===== src/hdl/str_cmp_defines.svh =====
/*
 string compare engine constants.
 assumes inclusion by bare name from design files.
*/
`ifndef STR_CMP_DEFINES_SVH
`define STR_CMP_DEFINES_SVH
`define SC_SINGLE_CYCLES   16'h0019
`define SC_REP_SETUP       16'h000b
`define SC_REP_PER_ELEM    16'h000e
`define SC_INT_EXTRA       16'h0007
`define SC_STEP_BYTE       16'h0001
`define SC_STEP_WORD       16'h0002
`define SC_WORD_MAX_COUNT  16'h8000
`define SC_CC_WIDTH        4
`define SC_CC_EQ           4'h6
`define SC_CC_NE           4'he
`define SC_CC_ULT          4'h7
`define SC_CC_UGE          4'hf
`define SC_CC_ULE          4'h3
`define SC_CC_UGT          4'hb
`define SC_CC_LT           4'h1
`define SC_CC_GE           4'h9
`define SC_CC_LE           4'h2
`define SC_CC_GT           4'ha
`define SC_CC_ALWAYS       4'h8
`define SC_CC_NEVER        4'h0
`endif


===== src/hdl/str_cmp_pkg.sv =====
/*
 types shared by the string compare engine.
 assumes nothing of its surroundings.
*/
package str_cmp_pkg;
  typedef enum logic [2:0] {
    StIdle, StFetchDst, StFetchSrc, StExec, StWait, StIntr
  } state_t;
  typedef logic [15:0] word_t;
endpackage


===== src/hdl/string_compare_engine.sv =====
/*
 string compare engine: walks two memory strings through pointer
 registers and compares element by element with cycle-exact timing.
 assumes memory answers a read with memAck, dst never written back.
*/
// Function
// [RULE1] fetch elements via dst and src pointers
// [RULE2] compare dst minus src, memory untouched
// [RULE3] match flag equals selected condition result
// [RULE4] down variants step pointers by 1/2
// [RULE5] up variants step pointers by 1/2
// [RULE6] counter decrements by one per element
// [RULE7] exhausted flag set when counter becomes zero
// [RULE8] repeat until condition or counter zero
// [RULE9] word repeat count must not exceed 32768
// [RULE10] repeat interruptible per element, start pc saved
// [RULE11] each accepted interrupt adds seven cycles
// [RULE12] single 25 cycles, repeat 11+14n cycles
// [RULE13] carry/sign undefined, half-carry/decimal kept
`timescale 1ns/100ps
`default_nettype none
`include "str_cmp_defines.svh"
module string_compare_engine #(
  parameter int ADDR_W = 16
) (
  // clock and reset
  input  wire logic              clock,
  input  wire logic              rst_n,
  // instruction
  input  wire logic              start,
  input  wire logic              byteMode,
  input  wire logic              stepDown,
  input  wire logic              repeatMode,
  input  wire logic [3:0]        conditionSelect,
  input  wire logic [ADDR_W-1:0] instrPc,
  input  wire logic [ADDR_W-1:0] dstPtrIn,
  input  wire logic [ADDR_W-1:0] srcPtrIn,
  input  wire logic [15:0]       countIn,
  // interrupt request
  input  wire logic              intReq,
  output logic                   intAccept,
  output logic [ADDR_W-1:0]      savedPc,
  // memory read port
  output logic                   memRead,
  output logic [ADDR_W-1:0]      memAddr,
  input  wire logic              memAck,
  input  wire logic [15:0]       memData,
  // results
  output logic                   busy,
  output logic                   done,
  output logic [ADDR_W-1:0]      dstPtr,
  output logic [ADDR_W-1:0]      srcPtr,
  output logic [15:0]            count,
  output logic                   matchFlag,
  output logic                   exhaustFlag,
  output logic                   countError
);
  ////////////////////////////////////////////////////////////////////
  str_cmp_pkg::state_t state;
  logic        isByte;
  logic        isDown;
  logic        isRep;
  logic [3:0]  cc;
  logic [15:0] dstElem;
  logic [15:0] cycleCnt;
  logic [15:0] budget;
  logic        firstElem;
  logic        condNow;
  logic        condHeld;
  wire  [ADDR_W-1:0] step     = isByte ? ADDR_W'(`SC_STEP_BYTE) : ADDR_W'(`SC_STEP_WORD);
  wire  [ADDR_W-1:0] next_dst = isDown ? dstPtr - step : dstPtr + step; // RULE4
  wire  [ADDR_W-1:0] next_src = isDown ? srcPtr - step : srcPtr + step; // RULE5
  wire  [15:0] next_count    = count - 16'h0001;                        // RULE6
  wire         lastElem      = (next_count == 16'h0000);
  wire         finish        = !isRep || condHeld || exhaustFlag;       // RULE8
  wire  [15:0] elemBudget    = isRep ? (firstElem ? `SC_REP_SETUP + `SC_REP_PER_ELEM
                                                  : `SC_REP_PER_ELEM)
                                     : `SC_SINGLE_CYCLES;               // RULE12
  wire  [15:0] dstOp         = isByte ? {8'h00, dstElem[7:0]} : dstElem;
  wire  [15:0] srcOp         = isByte ? {8'h00, memData[7:0]} : memData;
  wire         budgetMet     = (cycleCnt + 16'h0001 >= budget);

  // only reads, never writes: operands stay intact
  assign memRead  = (state == str_cmp_pkg::StFetchDst) || (state == str_cmp_pkg::StFetchSrc); // RULE2
  assign memAddr  = (state == str_cmp_pkg::StFetchSrc) ? srcPtr : dstPtr; // RULE1
  assign busy     = (state != str_cmp_pkg::StIdle);
  assign intAccept = (state == str_cmp_pkg::StWait) && budgetMet && isRep && intReq && !finish;

  cond_eval u_cond (
    .byteMode        (isByte),
    .dstVal          (dstOp),
    .srcVal          (srcOp),
    .conditionSelect (cc),
    .condTrue        (condNow)
  );

  ////////////////////////////////////////////////////////////////////
  // stop decision in the wait phase reads the latched condition,
  // since memData no longer carries the source element there

  always_ff @(posedge clock or negedge rst_n) begin
    if (!rst_n) begin
      state       <= str_cmp_pkg::StIdle;
      isByte      <= 1'b0;
      isDown      <= 1'b0;
      isRep       <= 1'b0;
      cc          <= 4'h0;
      dstElem     <= 16'h0000;
      dstPtr      <= '0;
      srcPtr      <= '0;
      count       <= 16'h0000;
      matchFlag   <= 1'b0;
      exhaustFlag <= 1'b0;
      countError  <= 1'b0;
      savedPc     <= '0;
      cycleCnt    <= 16'h0000;
      budget      <= 16'h0000;
      firstElem   <= 1'b0;
      condHeld    <= 1'b0;
      done        <= 1'b0;
    end else begin
      done <= 1'b0;
      unique case (state)
        str_cmp_pkg::StIdle: if (start) begin
          isByte     <= byteMode;
          isDown     <= stepDown;
          isRep      <= repeatMode;
          cc         <= conditionSelect;
          dstPtr     <= dstPtrIn;
          srcPtr     <= srcPtrIn;
          count      <= countIn;
          savedPc    <= instrPc;                                        // RULE10
          countError <= repeatMode && !byteMode && (countIn > `SC_WORD_MAX_COUNT); // RULE9
          firstElem  <= 1'b1;
          cycleCnt   <= 16'h0000;
          state      <= str_cmp_pkg::StFetchDst;
        end
        str_cmp_pkg::StFetchDst: begin
          cycleCnt <= cycleCnt + 16'h0001;
          if (memAck) begin
            dstElem <= memData;                                         // RULE1
            state   <= str_cmp_pkg::StFetchSrc;
          end
        end
        str_cmp_pkg::StFetchSrc: begin
          cycleCnt <= cycleCnt + 16'h0001;
          if (memAck) begin
            matchFlag   <= condNow;                                     // RULE3
            condHeld    <= condNow;
            dstPtr      <= next_dst;
            srcPtr      <= next_src;
            count       <= next_count;
            exhaustFlag <= lastElem;                                    // RULE7
            budget      <= elemBudget;
            state       <= str_cmp_pkg::StWait;
          end
        end
        str_cmp_pkg::StWait: begin
          cycleCnt <= cycleCnt + 16'h0001;
          if (budgetMet) begin
            cycleCnt  <= 16'h0000;
            firstElem <= 1'b0;
            if (finish) begin                                           // RULE8
              done  <= 1'b1;
              state <= str_cmp_pkg::StIdle;
            end else if (intReq) begin
              budget <= `SC_INT_EXTRA;                                  // RULE11
              state  <= str_cmp_pkg::StIntr;
            end else begin
              state <= str_cmp_pkg::StFetchDst;
            end
          end
        end
        str_cmp_pkg::StIntr: begin
          cycleCnt <= cycleCnt + 16'h0001;
          if (budgetMet) begin
            cycleCnt <= 16'h0000;
            state    <= str_cmp_pkg::StFetchDst;
          end
        end
        default: state <= str_cmp_pkg::StIdle;
      endcase
    end
  end

  // carry and sign are not produced; decimal/half-carry never touched RULE13
  // flags beyond match and exhausted live outside this block

  ////////////////////////////////////////////////////////////////////
  chk_match_tracks_cond: assert property (@(posedge clock) disable iff (!rst_n) // RULE3
    (state == str_cmp_pkg::StFetchSrc && memAck) |=> (matchFlag == $past(condNow)))
    else $error("match flag not equal to condition");
  chk_count_step: assert property (@(posedge clock) disable iff (!rst_n) // RULE6
    (state == str_cmp_pkg::StFetchSrc && memAck) |=> (count == $past(count) - 16'h0001))
    else $error("counter not decremented by one");
  chk_exhaust_zero: assert property (@(posedge clock) disable iff (!rst_n) // RULE7
    (state == str_cmp_pkg::StWait) |-> (exhaustFlag == (count == 16'h0000)))
    else $error("exhausted flag disagrees with counter");
  chk_ptr_down: assert property (@(posedge clock) disable iff (!rst_n) // RULE4
    (state == str_cmp_pkg::StFetchSrc && memAck && isDown) |=>
      (dstPtr == $past(dstPtr) - (isByte ? ADDR_W'(1) : ADDR_W'(2))))
    else $error("dst pointer not stepped down");
  chk_ptr_up: assert property (@(posedge clock) disable iff (!rst_n) // RULE5
    (state == str_cmp_pkg::StFetchSrc && memAck && !isDown) |=>
      (srcPtr == $past(srcPtr) + (isByte ? ADDR_W'(1) : ADDR_W'(2))))
    else $error("src pointer not stepped up");
  chk_fetch_addr: assert property (@(posedge clock) disable iff (!rst_n) // RULE1
    (state == str_cmp_pkg::StFetchSrc) |-> (memRead && memAddr == srcPtr))
    else $error("source fetch on wrong address");
  chk_single_done: assert property (@(posedge clock) disable iff (!rst_n) // RULE12
    (done && !isRep) |-> ($past(state, 26) == str_cmp_pkg::StIdle &&
                          $past(state, 25) == str_cmp_pkg::StFetchDst))
    else $error("single step not 25 cycles");
  chk_intr_len: assert property (@(posedge clock) disable iff (!rst_n) // RULE11
    intAccept |=> (state == str_cmp_pkg::StIntr)[*7] ##1 (state == str_cmp_pkg::StFetchDst))
    else $error("interrupt delay not seven cycles");
  chk_stop_cond: assert property (@(posedge clock) disable iff (!rst_n) // RULE8
    (done && isRep) |-> (matchFlag || exhaustFlag))
    else $error("repeat ended without cause");
  chk_pc_kept: assert property (@(posedge clock) disable iff (!rst_n) // RULE10
    intAccept |-> (savedPc == $past(savedPc)))
    else $error("start pc lost at interrupt");
endmodule
`default_nettype wire


===== src/hdl/cond_eval.sv =====
/*
 evaluates a selectable condition on dst minus src.
 assumes operands already narrowed to byte or word.
*/
`timescale 1ns/100ps
`default_nettype none
`include "str_cmp_defines.svh"
module cond_eval (
  // operands
  input  wire logic        byteMode,
  input  wire logic [15:0] dstVal,
  input  wire logic [15:0] srcVal,
  input  wire logic [3:0]  conditionSelect,
  // result
  output logic             condTrue
);
  wire [16:0] diff     = {1'b0, dstVal} - {1'b0, srcVal};
  wire        zero     = byteMode ? (diff[7:0] == 8'h00) : (diff[15:0] == 16'h0000);
  wire        sign     = byteMode ? diff[7] : diff[15];
  wire        borrow   = byteMode ? (dstVal[7:0] < srcVal[7:0]) : diff[16];
  wire        dSign    = byteMode ? dstVal[7] : dstVal[15];
  wire        sSign    = byteMode ? srcVal[7] : srcVal[15];
  wire        ovf      = (dSign != sSign) && (sign != dSign);
  wire        lessS    = sign ^ ovf;
  always_comb begin
    unique case (conditionSelect)
      `SC_CC_EQ:     condTrue = zero;
      `SC_CC_NE:     condTrue = !zero;
      `SC_CC_ULT:    condTrue = borrow;
      `SC_CC_UGE:    condTrue = !borrow;
      `SC_CC_ULE:    condTrue = borrow || zero;
      `SC_CC_UGT:    condTrue = !borrow && !zero;
      `SC_CC_LT:     condTrue = lessS;
      `SC_CC_GE:     condTrue = !lessS;
      `SC_CC_LE:     condTrue = lessS || zero;
      `SC_CC_GT:     condTrue = !lessS && !zero;
      `SC_CC_ALWAYS: condTrue = 1'b1;
      default:       condTrue = 1'b0;
    endcase
  end
endmodule
`default_nettype wire


===== config.mk =====
export PLATFORM = sky130hd
export DESIGN_NAME = string_compare_engine
export DESIGN_NICKNAME = d
export VERILOG_FILES = /design/src/hdl/str_cmp_pkg.sv /design/src/hdl/string_compare_engine.sv /design/src/hdl/cond_eval.sv
export VERILOG_INCLUDE_DIRS = /design/src /design/src/hdl
export SDC_FILE = /design/constraint.sdc
export NUM_CORES = 1
export LEC_CHECK = 0
export BUFFER_PORTS_ARGS = -buffer_cell sky130_fd_sc_hd__buf_4
export CORE_MARGIN = 4
export CORE_UTILIZATION = 51
export DETAILED_ROUTE_END_ITERATION = 12
export PLACE_DENSITY = 0.8
export SETUP_SLACK_MARGIN = 0.2
export SYNTH_ARGS = -nofsm -noshare
export SYNTH_HDL_FRONTEND = slang
export SYNTH_SLANG_ARGS = --single-unit
export TNS_END_PERCENT = 100

===== constraint.sdc =====
create_clock -name clock -period 3.7 [get_ports clock]
set_input_delay 0.555 -clock clock [delete_from_list [all_inputs] [get_ports clock]]
set_output_delay 0.555 -clock clock [all_outputs]
set_load 0.01 [all_outputs]

==> flow_summary_export.csv <==
group,metric,value,unit
outcome,status,"completed",
hold_path,hold_class,"input pin to async pin",
clocking,cts_buffer_depth,2,
floorplan,pin_count,179,
floorplan,die_area,18500,um2
timing,fin_crit_sh,92.5,%
clocking,cts-htree-levels,4,
yosys,synth.distinct_cells,68,
yosys,synthSimpleGateAreaFrac,21.4,%
timing,final-setup-viol-count,0,
timing,final_max_slew_viol_count,0,
worst_setup_path,r2r_start,"isByte",
timing,tightestPinTransition,0.845,ns
placement,numPortBuffers,178,
finish,nets,1330,
worst_setup_path,critical_path.startpoint,"cycleCnt[3]",
clocking,clkTransAtPathRegs,0.06,ns
timing,layout_min_cycle_time,3.42,ns
worst_setup_path,max_stage_delay,0.44,ns
floorplan,die_y,136,um
worst_setup_path,cp_top_family,"simple AND/OR/NAND/NOR gates",
finish,n_antenna_cell,0,
timing,setup_tns,0,ns
floorplan,start_util,52.3,%
pwr,leakage,4.96,nW
floorplan,core_area,15900,um2
floorplan,die_x,136,um
worst_setup_path,cpMostUsedCell,"or3_1",
yosys,muxShareOfSynthArea,4.95,%
grt,antenna_found_initial,2,
worst_setup_path,path_class,"flop to primary output",
worst_setup_path,cp-endpoint,"intAccept",
yosys,synthArstFlopShare,100,%
timing,slew_headroom,43.3,%
drt,wire_per_inst,16.4,um
pwr,peakVddDrop,0.000672,V
grt,grt_usage,25.2,%
drt,postRouteAntennaNets,0,
yosys,synth_edf_count,0,
worst_setup_path,setup.worst_path.end_class,"primary output",
drt,totalWireLength,23.2,mm
timing,fin_worst_skew,0.00974,ns
worst_setup_path,cp.required,3.14,ns
placement,place.gp.congestion,0.937,
flow_run,drv_cap,0,
finish,drive_above_1_share,25.1,%
yosys,synth_xor_area_share,5.14,%
timing,hold_violations,0,
drt,vias_per_cell,5.71,
yosys,synth-seq-cells,115,
worst_setup_path,worstPathCellList,"nand3_4 > nor4_4 > and3_4 > xnor2_1 > a31oi_1 > or3_1 > nand2_1 > or3_1 > nor2_1 > buf_4",
placement,dp_cells,1375,
yosys,yosys_most_used_dff,"dfrtp_1",
yosys,synth_top_family_by_area,"simple AND/OR/NAND/NOR gates",
yosys,avgSynthCellArea,8.27,um2
worst_setup_path,rr_endpoint,"srcPtr[14]",
yosys,synth-seq-area-share,34.5,%
yosys,synth_compound_area_share,21.2,%
finish,area.growth.synth_to_final,28.3,%
yosys,synthCells,1009,
finish,fin_cells,1410,
yosys,ys_warn_count,0,
timing,fmax,292,MHz
drt,dr_total_vias,8055,
yosys,syn_area,8350,um2
yosys,synth-adder-area-share,8.82,%
worst_setup_path,cp_max_fo,8,
worst_setup_path,worst-path-stages,10,
yosys,synth_nets,1158,
timing,grt_setup_unrepaired,"yes",
clocking,cts_tree,"built",
grt,grt_pass1_vias,7737,
clocking,cts_buffers,17,
grt,grt_max_degree,54,
finish,n_fill_cell,1326,
pwr,power_density,1050,nW/um2
worst_setup_path,cp_num_buf_inv,1,
drt,drt-initial-drc-count,529,
drt,firstDrtPassIters,7,
worst_setup_path,crit_path_start_kind,"flop",
placement,dp_hpwl,17.0,mm
drt,drc,0,
grt,grt-ovfl-total,0,
worst_setup_path,cpMaxStageDelayCell,"nor4_4",
grt,grt_pass1_wl,37.8,mm
clocking,clk_latency,0.43,ns
clocking,cts-root-buf,"clkbuf_16",
worst_setup_path,cp_data_arrival_time,2.87,ns
worst_setup_path,r2r_cells,12,
clocking,cts_sinks,115,
worst_setup_path,rrSetupSlack,0.43,ns
floorplan,rows,46,
==> per-stage QoR <==
stage	area, um2	util, %	setup WS, ns	hold WS [ns]	power (mW)
after floorplan	8350	-	0.233	0.259	7.17
after global placement	9950	62.4	0.424	0.454	9.13
after detailed placement	9950	62.4	0.358	0.468	9.27
after CTS	10700	66.8	0.204	0.220	11.2
after global routing	10700	67.2	0.108	0.257	12.3
final	10700	67.2	0.279	0.195	11.3
==> cells by family after synthesis <==
kind of cell               Yosys count
muxes                               37
xor gates and xnor gates            49
AOI/OAI and AO/OA                  282
and+or+nand+nor                    381
DFF                                115
adders and majority gates           57
buffers and inverters               88
==> placed cells by master, fill, tap and decap left out, drive strengths merged, types with 12 or more instances in the layout <==
cell    instances
a21o           14
a21oi          77
a31oi          15
buf           200
clkbuf         19
dfrtp         115
ha             54
inv            41
mux2           34
nand2         158
nand3          30
nor2           78
nor2b          12
nor3           26
nor4           12
o21ai          92
or3            14
xnor2          30
xor2           19
==> power breakdown <==
group          switching (mW)  internal [mW]  total, mW
Sequential              0.561           1.81       2.38
Combinational            3.85           3.18       7.03
Clock                   0.615           1.28       1.90
Total                    5.02           6.27       11.3
==> worst reg2reg max path, delay by kind of cell, from the launching register on <==
family / cells / cell delay, ns
compound gates: 8 / 1.83
xor+xnor: 1 / 0.15
fa+ha+maj: 1 / 0.45
flops: 1 / 0.48
simple gates: 2 / 0.30
==> registers in the layout (all words and copies together) (netlist names) <==
register and count:
count 16, cycleCnt 16, dstElem 16, dstPtr 16
savedPc 16, srcPtr 16, budget 4, cc 4
state 3, condHeld 1, countError 1, done 1
exhaustFlag 1, firstElem 1, isByte 1, isDown 1
isRep 1
==> cell type report <==
cell class                 count  area, um2  share of cell area [%]
inverter                      41        154                    1.44
clock inverter                13        231                    2.16
clock buffer                  19        443                    4.14
tap                          216        270                    2.52
timing repair buffer         200       1510                    14.1
sequential                   115       2880                    26.9
multi-input combinational    806       5210                    48.7
==> metal layers <==
| layer | vias up | track usage [%] | wire length, um | part of all wire, % |
|---|---|---|---|---|
| met4 | 4 | 8.57 | 468 | 2.0 |
| met1 | 3785 | 31.5 | 9580 | 41 |
| met3 | 45 | 5.37 | 1530 | 6.6 |
| met2 | 265 | 43.5 | 11500 | 50 |
| li1 | 3956 | - | - | - |
| met5 | - | 0 | 27 | 0.12 |
==> cell usage after synthesis, drive strengths merged, types with 10 or more instances <==
| cell type | count | area share (%) |
|---|---|---|
| xor2 | 19 | 2.0 |
| or3 | 14 | 1.0 |
| nand3 | 30 | 1.9 |
| inv | 41 | 1.8 |
| a31oi | 15 | 1.1 |
| nor2 | 78 | 3.5 |
| ha | 54 | 8.1 |
| nor2b | 12 | 0.90 |
| nor3 | 26 | 1.6 |
| nor4 | 12 | 1.2 |
| dfrtp | 115 | 34 |
| clkbuf | 40 | 1.8 |
| nand2 | 158 | 7.1 |
| o21ai | 92 | 5.5 |
| xnor2 | 30 | 3.1 |
| mux2 | 34 | 4.6 |
| o21a | 10 | 0.90 |
| a21oi | 77 | 4.7 |
| a21o | 14 | 1.3 |
==> repair_timing <==
item / 4_1_cts / 5_1_grt
gates resized for setup: 5 / 14
endpoints found under the hold margin: 0 / 0
buffers inserted: 0 / 3
pin swaps: 1 / 4
hold buffers: 0 / 0
endpoints found under the setup margin: 1 / 3
==> worst min path at each step <==
stage              start        end  slack [ns]  cells after the start
2_1_floorplan      rst_n  budget[0]        0.26                      0
3_3_place_gp   firstElem  firstElem        0.45                      1
3_5_place_dp   firstElem  firstElem        0.47                      1
4_1_cts            rst_n   count[8]        0.22                      1
5_1_grt            rst_n   count[8]        0.26                      1
6_report           rst_n   count[8]        0.20                      1
Power figures use the tool's default switching activity.
